$ cat config.mk
export PLATFORM = sky130hd
export DESIGN_NAME = tlc_link_command
export DESIGN_NICKNAME = d
export VERILOG_FILES = /design/src/hw/tlc_pkg.sv /design/src/hw/tlc_route.sv /design/src/hw/tlc_link_command.sv
export VERILOG_INCLUDE_DIRS = /design/src /design/src/hw
export SDC_FILE = /design/constraint.sdc
export NUM_CORES = 1
export LEC_CHECK = 0
export ABC_AREA = 0
export BUFFER_PORTS_ARGS = -buffer_cell sky130_fd_sc_hd__buf_2
export CORE_ASPECT_RATIO = 0.6
export CORE_MARGIN = 5
export CORE_UTILIZATION = 30
export DETAILED_ROUTE_END_ITERATION = 10
export GPL_TIMING_DRIVEN = 0
export MAX_ROUTING_LAYER = met4
export PLACE_DENSITY = 0.72
export SYNTH_ARGS = -nofsm -noshare
export SYNTH_HDL_FRONTEND = slang
export SYNTH_SLANG_ARGS = --single-unit
$ cat constraint.sdc
create_clock -name i_mclk -period 1.7 [get_ports i_mclk]
set_input_delay 0.255 -clock i_mclk [delete_from_list [all_inputs] [get_ports i_mclk]]
set_output_delay 0.255 -clock i_mclk [all_outputs]
set_load 0.005 [all_outputs]
$ cat src/hw/tlc_consts.svh
`ifndef TLC_CONSTS_SVH
`define TLC_CONSTS_SVH
`define TLC_OFS_LINK_COMMAND   8'hC0
`define TLC_RESET_VALUE        32'h00400008
`define TLC_BIT_DROP           28
`define TLC_BIT_DIR_SEL        27
`define TLC_BIT_MASTER         26
`define TLC_IFTYPE_HI          31
`define TLC_IFTYPE_LO          29
`define TLC_UID_COUNT_HI       25
`define TLC_UID_COUNT_LO       21
`define TLC_BASE_ID_HI         20
`define TLC_BASE_ID_LO         16
`define TLC_CAP_ID_HI          7
`define TLC_CAP_ID_LO          0
`define TLC_IFTYPE_VAL         3'h0
`define TLC_UID_COUNT_VAL      5'h02
`define TLC_CAP_ID_VAL         8'h08
`define TLC_BYTE_HI2           3
`define TLC_BYTE_HI1           2
`endif

$ cat src/hw/tlc_pkg.sv
package tlc_pkg;
  typedef enum logic {TLC_SIDE_A, TLC_SIDE_B} tlc_side_e;
  typedef logic [4:0] tlc_uid_t;
endpackage

$ cat src/hw/tlc_route.sv
`timescale 1ns/1ps
`include "tlc_consts.svh"
// Forwarding decision for one tunnel side: hold, act as end of chain, or pass
module tlc_route
  import tlc_pkg::*;
(
  input  wire logic i_drop_uninit_policy,
  input  wire logic i_init_complete_flag,
  input  wire logic i_end_of_chain_flag,
  output logic      o_hold,
  output logic      o_as_end_of_chain
);
  logic uninit;
  always_comb begin
    uninit            = !i_init_complete_flag && !i_end_of_chain_flag;
    o_hold            = uninit && !i_drop_uninit_policy;
    o_as_end_of_chain = i_end_of_chain_flag ||
                        (uninit && i_drop_uninit_policy);
  end
endmodule // tlc_route

$ cat src/hw/tlc_link_command.sv
`timescale 1ns/1ps
`include "tlc_consts.svh"
// Summary of operation
// - Drop policy 0: traffic to uninitialized side waits in buffers for init complete.
// - Drop policy 1: traffic to uninitialized side treated as end of chain.
// - Drop policy cleared only by power-good reset, survives warm reset.
// - Default direction 0 routes to master-host side, 1 to opposite side.
// - Side B write to any upper-half byte sets master-host flag.
// - Side A write to any upper-half byte clears master-host flag.
// - Unit identifier count field reads two.
// - Base unit identifier tags outgoing request and response packets.
// - Response to a base identifier write uses the new value.
// - Interface type and capability id read-only; bits 15:8 reserved zero.
module tlc_link_command
  import tlc_pkg::*;
(
  input  wire logic        i_mclk,
  input  wire logic        i_reset_n,
  input  wire logic        i_power_good_reset_n,
  input  wire logic        i_cfg_wr,
  input  wire logic        i_cfg_rd,
  input  wire logic [7:0]  i_cfg_addr,
  input  wire logic [3:0]  i_cfg_be,
  input  wire logic [31:0] i_cfg_wdata,
  input  wire logic        i_cfg_from_b,
  input  wire logic        i_init_complete_flag_a,
  input  wire logic        i_end_of_chain_flag_a,
  input  wire logic        i_init_complete_flag_b,
  input  wire logic        i_end_of_chain_flag_b,
  output logic      [31:0] o_cfg_rdata,
  output logic             o_cfg_ack,
  output logic      [4:0]  o_rsp_unit_id,
  output logic      [4:0]  o_base_unit_identifier,
  output logic             o_drop_uninit_policy,
  output logic             o_default_direction_sel,
  output logic             o_master_host_side,
  output logic             o_sec_master_to_b,
  output logic             o_hold_a,
  output logic             o_hold_b,
  output logic             o_as_eoc_a,
  output logic             o_as_eoc_b
);

  // Drop policy sits in the power-good domain so a warm reset cannot reach it
  logic        drop_reg;
  logic        drop_next;
  // Fields cleared by warm reset
  logic        dir_sel_reg;
  logic        dir_sel_next;
  logic        master_reg;
  logic        master_next;
  tlc_uid_t    base_id_reg;
  tlc_uid_t    base_id_next;
  // Access answer
  logic [31:0] rdata_reg;
  logic [31:0] rdata_next;
  logic        ack_reg;
  logic        ack_next;
  tlc_uid_t    rsp_uid_reg;
  tlc_uid_t    rsp_uid_next;
  // Forwarding decisions
  logic        to_b_reg;
  logic        to_b_next;
  tlc_side_e   sec_side;
  logic        hold_a_reg;
  logic        hold_a_next;
  logic        hold_b_reg;
  logic        hold_b_next;
  logic        eoc_a_reg;
  logic        eoc_a_next;
  logic        eoc_b_reg;
  logic        eoc_b_next;
  // Access decode
  logic        hit;
  logic        wr_hit;
  logic        rd_hit;
  logic        lane_hi2;
  logic        lane_hi1;
  logic        upper_touch;

  // Fixed fields are rebuilt on every read; only the four writable fields are stored
  function automatic logic [31:0] reg_image(input logic     drop,
                                            input logic     dir_sel,
                                            input logic     master_b,
                                            input tlc_uid_t base_id);
    logic [31:0] v;
    v = 32'h00000000;
    v[`TLC_IFTYPE_HI:`TLC_IFTYPE_LO]       = `TLC_IFTYPE_VAL;
    v[`TLC_BIT_DROP]                       = drop;
    v[`TLC_BIT_DIR_SEL]                    = dir_sel;
    v[`TLC_BIT_MASTER]                     = master_b;
    v[`TLC_UID_COUNT_HI:`TLC_UID_COUNT_LO] = `TLC_UID_COUNT_VAL;
    v[`TLC_BASE_ID_HI:`TLC_BASE_ID_LO]     = base_id;
    v[`TLC_CAP_ID_HI:`TLC_CAP_ID_LO]       = `TLC_CAP_ID_VAL;
    return v;
  endfunction

  function automatic logic lane_written(input logic        wr,
                                        input logic [3:0]  be,
                                        input int unsigned lane);
    return wr && be[lane];
  endfunction

  // Default direction 0 follows the master-host side, 1 goes the other way
  function automatic tlc_side_e sec_master_side(input logic dir_sel,
                                                input logic master_b);
    tlc_side_e host_side;
    host_side = master_b ? TLC_SIDE_B : TLC_SIDE_A;
    if (dir_sel) begin
      return (host_side == TLC_SIDE_B) ? TLC_SIDE_A : TLC_SIDE_B;
    end
    return host_side;
  endfunction

  always_comb begin
    hit         = (i_cfg_addr == `TLC_OFS_LINK_COMMAND);
    wr_hit      = i_cfg_wr && hit;
    rd_hit      = i_cfg_rd && hit;
    lane_hi2    = lane_written(wr_hit, i_cfg_be, `TLC_BYTE_HI2);
    lane_hi1    = lane_written(wr_hit, i_cfg_be, `TLC_BYTE_HI1);
    // Any write into the upper half records its side, whatever the data
    upper_touch = lane_hi2 || lane_hi1;
  end

  always_comb begin
    drop_next = drop_reg;
    if (lane_hi2) begin
      drop_next = i_cfg_wdata[`TLC_BIT_DROP];
    end
  end

  // Only power-good clears the drop policy; warm reset leaves it alone
  always_ff @(posedge i_mclk or negedge i_power_good_reset_n) begin
    if (!i_power_good_reset_n) begin
      drop_reg <= 1'b0;
    end else begin
      drop_reg <= drop_next;
    end
  end

  always_comb begin
    dir_sel_next = dir_sel_reg;
    master_next  = master_reg;
    base_id_next = base_id_reg;
    if (lane_hi2) begin
      dir_sel_next = i_cfg_wdata[`TLC_BIT_DIR_SEL];
    end
    if (lane_hi1) begin
      base_id_next = i_cfg_wdata[`TLC_BASE_ID_HI:`TLC_BASE_ID_LO];
    end
    if (upper_touch) begin
      master_next = i_cfg_from_b;
    end
  end

  always_ff @(posedge i_mclk or negedge i_reset_n) begin
    if (!i_reset_n) begin
      dir_sel_reg <= 1'b0;
      master_reg  <= 1'b0;
      base_id_reg <= 5'h00;
    end else begin
      dir_sel_reg <= dir_sel_next;
      master_reg  <= master_next;
      base_id_reg <= base_id_next;
    end
  end

  always_comb begin
    // Read data is zero off-address so a stray read never leaks state
    rdata_next   = rd_hit ? reg_image(drop_reg, dir_sel_reg, master_reg, base_id_reg)
                          : 32'h00000000;
    ack_next     = i_cfg_wr || i_cfg_rd;
    // Response tag follows the value just written, not the old one
    rsp_uid_next = base_id_next;
  end

  always_ff @(posedge i_mclk or negedge i_reset_n) begin
    if (!i_reset_n) begin
      rdata_reg   <= 32'h00000000;
      ack_reg     <= 1'b0;
      rsp_uid_reg <= 5'h00;
    end else begin
      rdata_reg   <= rdata_next;
      ack_reg     <= ack_next;
      rsp_uid_reg <= rsp_uid_next;
    end
  end

  tlc_route u_route_a (
    .i_drop_uninit_policy (drop_reg),
    .i_init_complete_flag (i_init_complete_flag_a),
    .i_end_of_chain_flag  (i_end_of_chain_flag_a),
    .o_hold               (hold_a_next),
    .o_as_end_of_chain    (eoc_a_next)
  );

  tlc_route u_route_b (
    .i_drop_uninit_policy (drop_reg),
    .i_init_complete_flag (i_init_complete_flag_b),
    .i_end_of_chain_flag  (i_end_of_chain_flag_b),
    .o_hold               (hold_b_next),
    .o_as_end_of_chain    (eoc_b_next)
  );

  // Next field values are used so the route flips in the same cycle as the field
  always_comb begin
    sec_side  = sec_master_side(dir_sel_next, master_next);
    to_b_next = (sec_side == TLC_SIDE_B);
  end

  always_ff @(posedge i_mclk or negedge i_reset_n) begin
    if (!i_reset_n) begin
      to_b_reg   <= 1'b0;
      hold_a_reg <= 1'b0;
      hold_b_reg <= 1'b0;
      eoc_a_reg  <= 1'b0;
      eoc_b_reg  <= 1'b0;
    end else begin
      to_b_reg   <= to_b_next;
      hold_a_reg <= hold_a_next;
      hold_b_reg <= hold_b_next;
      eoc_a_reg  <= eoc_a_next;
      eoc_b_reg  <= eoc_b_next;
    end
  end

  always_comb begin
    o_cfg_rdata             = rdata_reg;
    o_cfg_ack               = ack_reg;
    o_rsp_unit_id           = rsp_uid_reg;
    o_base_unit_identifier  = base_id_reg;
    o_drop_uninit_policy    = drop_reg;
    o_default_direction_sel = dir_sel_reg;
    o_master_host_side      = master_reg;
    o_sec_master_to_b       = to_b_reg;
    o_hold_a                = hold_a_reg;
    o_hold_b                = hold_b_reg;
    o_as_eoc_a              = eoc_a_reg;
    o_as_eoc_b              = eoc_b_reg;
  end

endmodule // tlc_link_command

* Word-level counts from Yosys, hierarchy flattened
Index checks and enable logic that the tools add are counted.
** Word-level totals
- Bits in registers :: 43
- Input port bits :: 54
- Output and inout port bits :: 51
- Word-level logic and storage cells :: 39
** Operators by class
- Equal/unequal tests :: 1
- Muxes and demuxes :: 8
- Reduce and logical (&&, ||, !) cells :: 19
** Operator list (count)
- $mux 29 :: 1
- $logic_and 1x1->1 :: 10
- $eq 8x8->1 const B :: 1
- $mux 1 :: 7
- $logic_not 1->1 :: 5
- $logic_or 1x1->1 :: 4

* Logic depth before layout (Yosys ltp)
- Depth after elaboration :: 9
- Depth in mapped cells :: 5
- Gate-level depth less buffers :: 4

* Modules after synthesis
Synthesis repeated with hierarchy kept, for this count alone.
** Unflattened totals
- Cells, all modules :: 90
- Area, all modules :: 1081.0 um2
** By module, submodules not included
- tlc_link_command :: instances 1, cells each 84, area each 1048.5 um2, sequential area each 575.6 um2
- tlc_route :: instances 2, cells each 3, area each 16.3 um2, sequential area each 0.0 um2

* Worst setup path after synthesis
No wires, ideal clock.
- Path type :: input port to flip-flop
- Start point :: input i_cfg_addr[3]
- End point :: register to_b_reg (netlist: o_sec_master_to_b)
- Library setup time :: 0.120 ns
- Data arrival time :: 1.789 ns
- Data required time :: 1.580 ns
- Setup slack :: -0.209 ns
- Stages :: 5
- Path buffers :: 1
- Cells stage by stage :: or4_4 buf_6 or4_4 a211o_1 and3_1
** On the way
- Longest elaborated chain between the ends :: 9
- Elaborated cells on any way between the ends :: 12
- Classes of those cells :: 1 x eq/ne; 7 x mux; 4 x reduce/logical
** RTL lines
- from (decl) :: RTL line tlc_link_command.sv:22 : input wire logic [7:0] i_cfg_addr,
- $eq 8x8->1 (no line) *
- $logic_and 1x1->1 * :: RTL line tlc_link_command.sv:117 : wr_hit = i_cfg_wr && hit;
- $logic_and 1x1->1 :: RTL line tlc_link_command.sv:101 : return wr && be[lane];
- $logic_or 1x1->1 :: RTL line tlc_link_command.sv:122 : upper_touch = lane_hi2 || lane_hi1;
- $mux 1 :: RTL line tlc_link_command.sv:151 : if (upper_touch) begin
- $mux 1 :: RTL line tlc_link_command.sv:108 : host_side = master_b ? TLC_SIDE_B : TLC_SIDE_A;
- $mux 1 :: RTL line tlc_link_command.sv:110 : return (host_side == TLC_SIDE_B) ? TLC_SIDE_A : TLC_SIDE_B;
- $mux 1 :: RTL line tlc_link_command.sv:109 : if (dir_sel) begin
- $mux 1 * :: RTL line tlc_link_command.sv:112 : return host_side;
- net sec_side :: RTL line tlc_link_command.sv:64 : tlc_side_e sec_side;
- to (signal assigned) :: RTL line tlc_link_command.sv:219 : to_b_reg <= to_b_next;
- to (decl) :: RTL line tlc_link_command.sv:62 : logic to_b_reg;
The timed path passes the listed nets; every way through them passes the cells marked *. The select of a mux whose other input is x is not followed.
A chain may end at the register's enable or synchronous reset.

* Final worst setup path
Ends and elaborated chain as after synthesis.

==> reports/qor.txt <==
Status -> finished with violations
Failing checks -> negative setup slack
Total negative slack -> -0.01232 ns
CTS sink cnt -> 23
Setup Skew -> 0.001075 ns
Site row count -> 17
Final cycle utilization of the critical path -> 100.7%
Htree depth -> 1
TritonCTS clock tree -> built
Clock latency on the worst-skew pair -> 0.26 ns
Final Slew Violations -> 0
RSZ-0062 raised after global routing -> yes
GRT Overall Usage -> 9.450%
First-pass GRT wire length -> 3615 microns
CP Class -> input pin to register
VDD IR max -> 0.0003420 V
Util after Layout -> 43.67%
Worst Path Required -> 1.85 ns
Initial Util -> 30.55%
Die Width -> 88.35 microns
PnR worst setup slack -> -0.01232 ns
DRT Pass-1 Iters -> 4
Routed WL per cell -> 10.49 microns
Vias in the first global route -> 791
Vias -> 837
Design Power -> 0.001042 W
DPL Wire Length -> 1955 microns
YS warnings -> 0
Drt total wl -> 2339 microns
Vias per cell -> 3.753
Syn_area_per_cell -> 11.63 sq um
FMAX -> 584.0 MHz
Post-DRT Antenna Nets -> 0
Syn Inst Count -> 95
Slew headroom -> 56.57%
Clk buf depth -> 2
Cts bufs inserted -> 3
Initial antenna violation count -> 0
Post-route insts no fill -> 223
Hold WS -> 0.1645 ns
Post-CTS setup buffer count -> 0
Die area -> 0.005036 sq mm
Fraction of layout cells with a size suffix above 1 -> 52.84%
Core footprint -> 0.003616 sq mm
Clock Pin Slew Worst Setup and Hold Paths -> 0.08 ns
Critical path capture point type -> register
Maximum fanout along the worst path -> 6
Period minus WS final -> 1.712 ns
Final nets -> 231
FF+latch count, synth -> 23
GRT overflow -> 0
Hold Crit Class -> input pin to register
Unique cell type count in the Yosys netlist -> 22
Worst Tran Pin Value -> 0.6464 ns
Port buffer count -> 55
Root Driver -> clkbuf_8
Die span in y -> 57.01 microns
Synthesis-to-finish area growth -> 42.92%
Drt first-iter violations -> 15
Cell Area, Synth -> 0.001105 sq mm
Power density over the cells -> 659.7 mW/mm^2
Placed insts -> 218
Worst Path Arrival -> 1.86 ns
LEAKAGE -> 0.9487 nW
Inserted Diodes -> 0
DR DRC count -> 0
Largest net degree at the start of global routing -> 23
Final Hold Violating Endpoints -> 0
MaxCap Viol Count -> 0
Ports -> 105
Setup crit start kind -> input pin
Routability Congestion -> 0.8104
Final setup viols -> 1
Seq/Total Area, Yosys -> 52.10%
==> Yosys cell counts <==
master	instances	share of area (%)
nor3_1	3	1.4
or4_4	2	2.0
o21ai_0	1	0.45
a211o_1	1	0.79
nand4bb_1	2	2.0
and2_1	7	4.0
or2_2	1	0.57
nor3_2	2	1.8
and3_1	1	0.57
nand2_1	4	1.4
mux2_2	1	1.0
buf_4	28	19
a21o_1	2	1.4
xnor2_1	1	0.79
conb_1	1	0.34
nor4_1	1	0.57
dfrtp_1	23	52
mux2_1	6	6.1
o31ai_1	1	0.68
inv_1	5	1.7
nor2_1	1	0.34
buf_6	1	1.0
==> worst max-delay path, stage by stage <==
cell and delay, ns:
buf_6 0.09, or4_4 0.58, or4_4 0.54, a211o_1 0.26, and3_1 0.14
==> per-layer routing <==
| metal | up-vias | global-route usage [%] | wire [microns] | share of wire [%] |
|---|---|---|---|---|
| li1 | 423 | - | - | - |
| met1 | 362 | 13.11 | 1084 | 46 |
| met2 | 50 | 13.42 | 982 | 42 |
| met3 | 2 | 3.608 | 266 | 11 |
| met4 | 0 | 1.293 | 6 | 0.26 |
| met5 | - | - | 0 | 0 |
==> logic make-up (layout without fill, tap and decap cells) <==
| family | count (synthesis) | count (layout) | share of synthesized area, % |
|---|---|---|---|
| muxes | 7 | 7 | 7.134 |
| buffers and inverters | 34 | 94 | 21.74 |
| AOI/OAI and AO/OA | 5 | 5 | 3.284 |
| DFF | 23 | 23 | 52.09 |
| other | 1 | 22 | 0.3394 |
| xor gates and xnor gates | 1 | 1 | 0.7929 |
| and+or+nand+nor | 24 | 24 | 14.61 |
==> cells in the final DEF, fill, tap and decap left out <==
cell	Yosys	layout
inv_1	5	5
buf_4	28	28
a211o_1	1	1
o31ai_1	1	1
nor4_1	1	1
dlygate4sd3_1	0	2
or2_2	1	1
a21o_1	2	2
buf_2	0	54
dfrtp_1	23	23
conb_1	1	22
clkbuf_8	0	3
nand2_1	4	4
nand4bb_1	2	2
and3_1	1	1
o21ai_0	1	1
xnor2_1	1	1
nor2_1	1	1
nor3_2	2	2
nor3_1	3	3
and2_1	7	7
mux2_2	1	1
clkinv_2	0	1
or4_4	2	2
mux2_1	6	6
buf_6	1	1
==> sequential cells by signal (all words and copies together) (netlist names) <==
signal	flops
o_rsp_unit_id	5
o_as_eoc_a	1
o_hold_b	1
o_sec_master_to_b	1
o_master_host_side	1
o_hold_a	1
o_drop_uninit_policy	1
o_default_direction_sel	1
o_cfg_rdata	9
o_as_eoc_b	1
o_cfg_ack	1
==> repair_timing <==
action | in CTS | in global routing
endpoints found under the hold margin | 23 | 0
gates resized for setup | 1 | 0
setup endpoints to repair | 2 | 1
hold buffers | 2 | 0
==> worst paths after layout <==
path	start	endpoint	slack, ns	cells after the start
worst min register to register	o_rsp_unit_id[3]	o_cfg_rdata[19]	0.55	1
worst min-delay path	i_init_complete_flag_a	o_hold_a	0.16	2
min in group asynchronous	i_power_good_reset_n	o_drop_uninit_policy	0.30	2
worst max register to register	o_master_host_side	o_sec_master_to_b	0.66	3
worst max-delay path	i_cfg_addr[3]	o_sec_master_to_b	-0.01	5
max in group asynchronous	i_reset_n	o_default_direction_sel	0.89	2
==> power breakdown <==
| group | total, W | internal, W | switching (W) |
|---|---|---|---|
| Combinational | 0.000148 | 0.0000863 | 0.0000614 |
| Clock | 0.000325 | 0.000163 | 0.000162 |
| Sequential | 0.000569 | 0.000561 | 0.00000840 |
| Total | 0.00104 | 0.000810 | 0.000231 |
==> metrics by stage <==
| stage | setup slack [ns] | area (sq um) |
|---|---|---|
| after floorplan | -0.2090 | 1184 |
| after global placement | -0.3504 | 1518 |
| after detailed placement | -0.3529 | 1518 |
| after CTS | -0.002774 | 1579 |
| after global routing | -0.009539 | 1579 |
| final | -0.01232 | 1579 |
==> area by class of cell <==
| cell class | count | area [sq um] |
|---|---|---|
| timing repair buffer | 57 | 301.5 |
| sequential | 23 | 575.6 |
| tap | 47 | 58.81 |
| clock buffer | 3 | 41.29 |
| buffer | 28 | 210.2 |
| fill | 372 | 2037 |
| clock inverter | 1 | 5.005 |
| multi-input combinational | 59 | 367.9 |
| inverter | 5 | 18.77 |
Power figures use the tool's default switching activity.
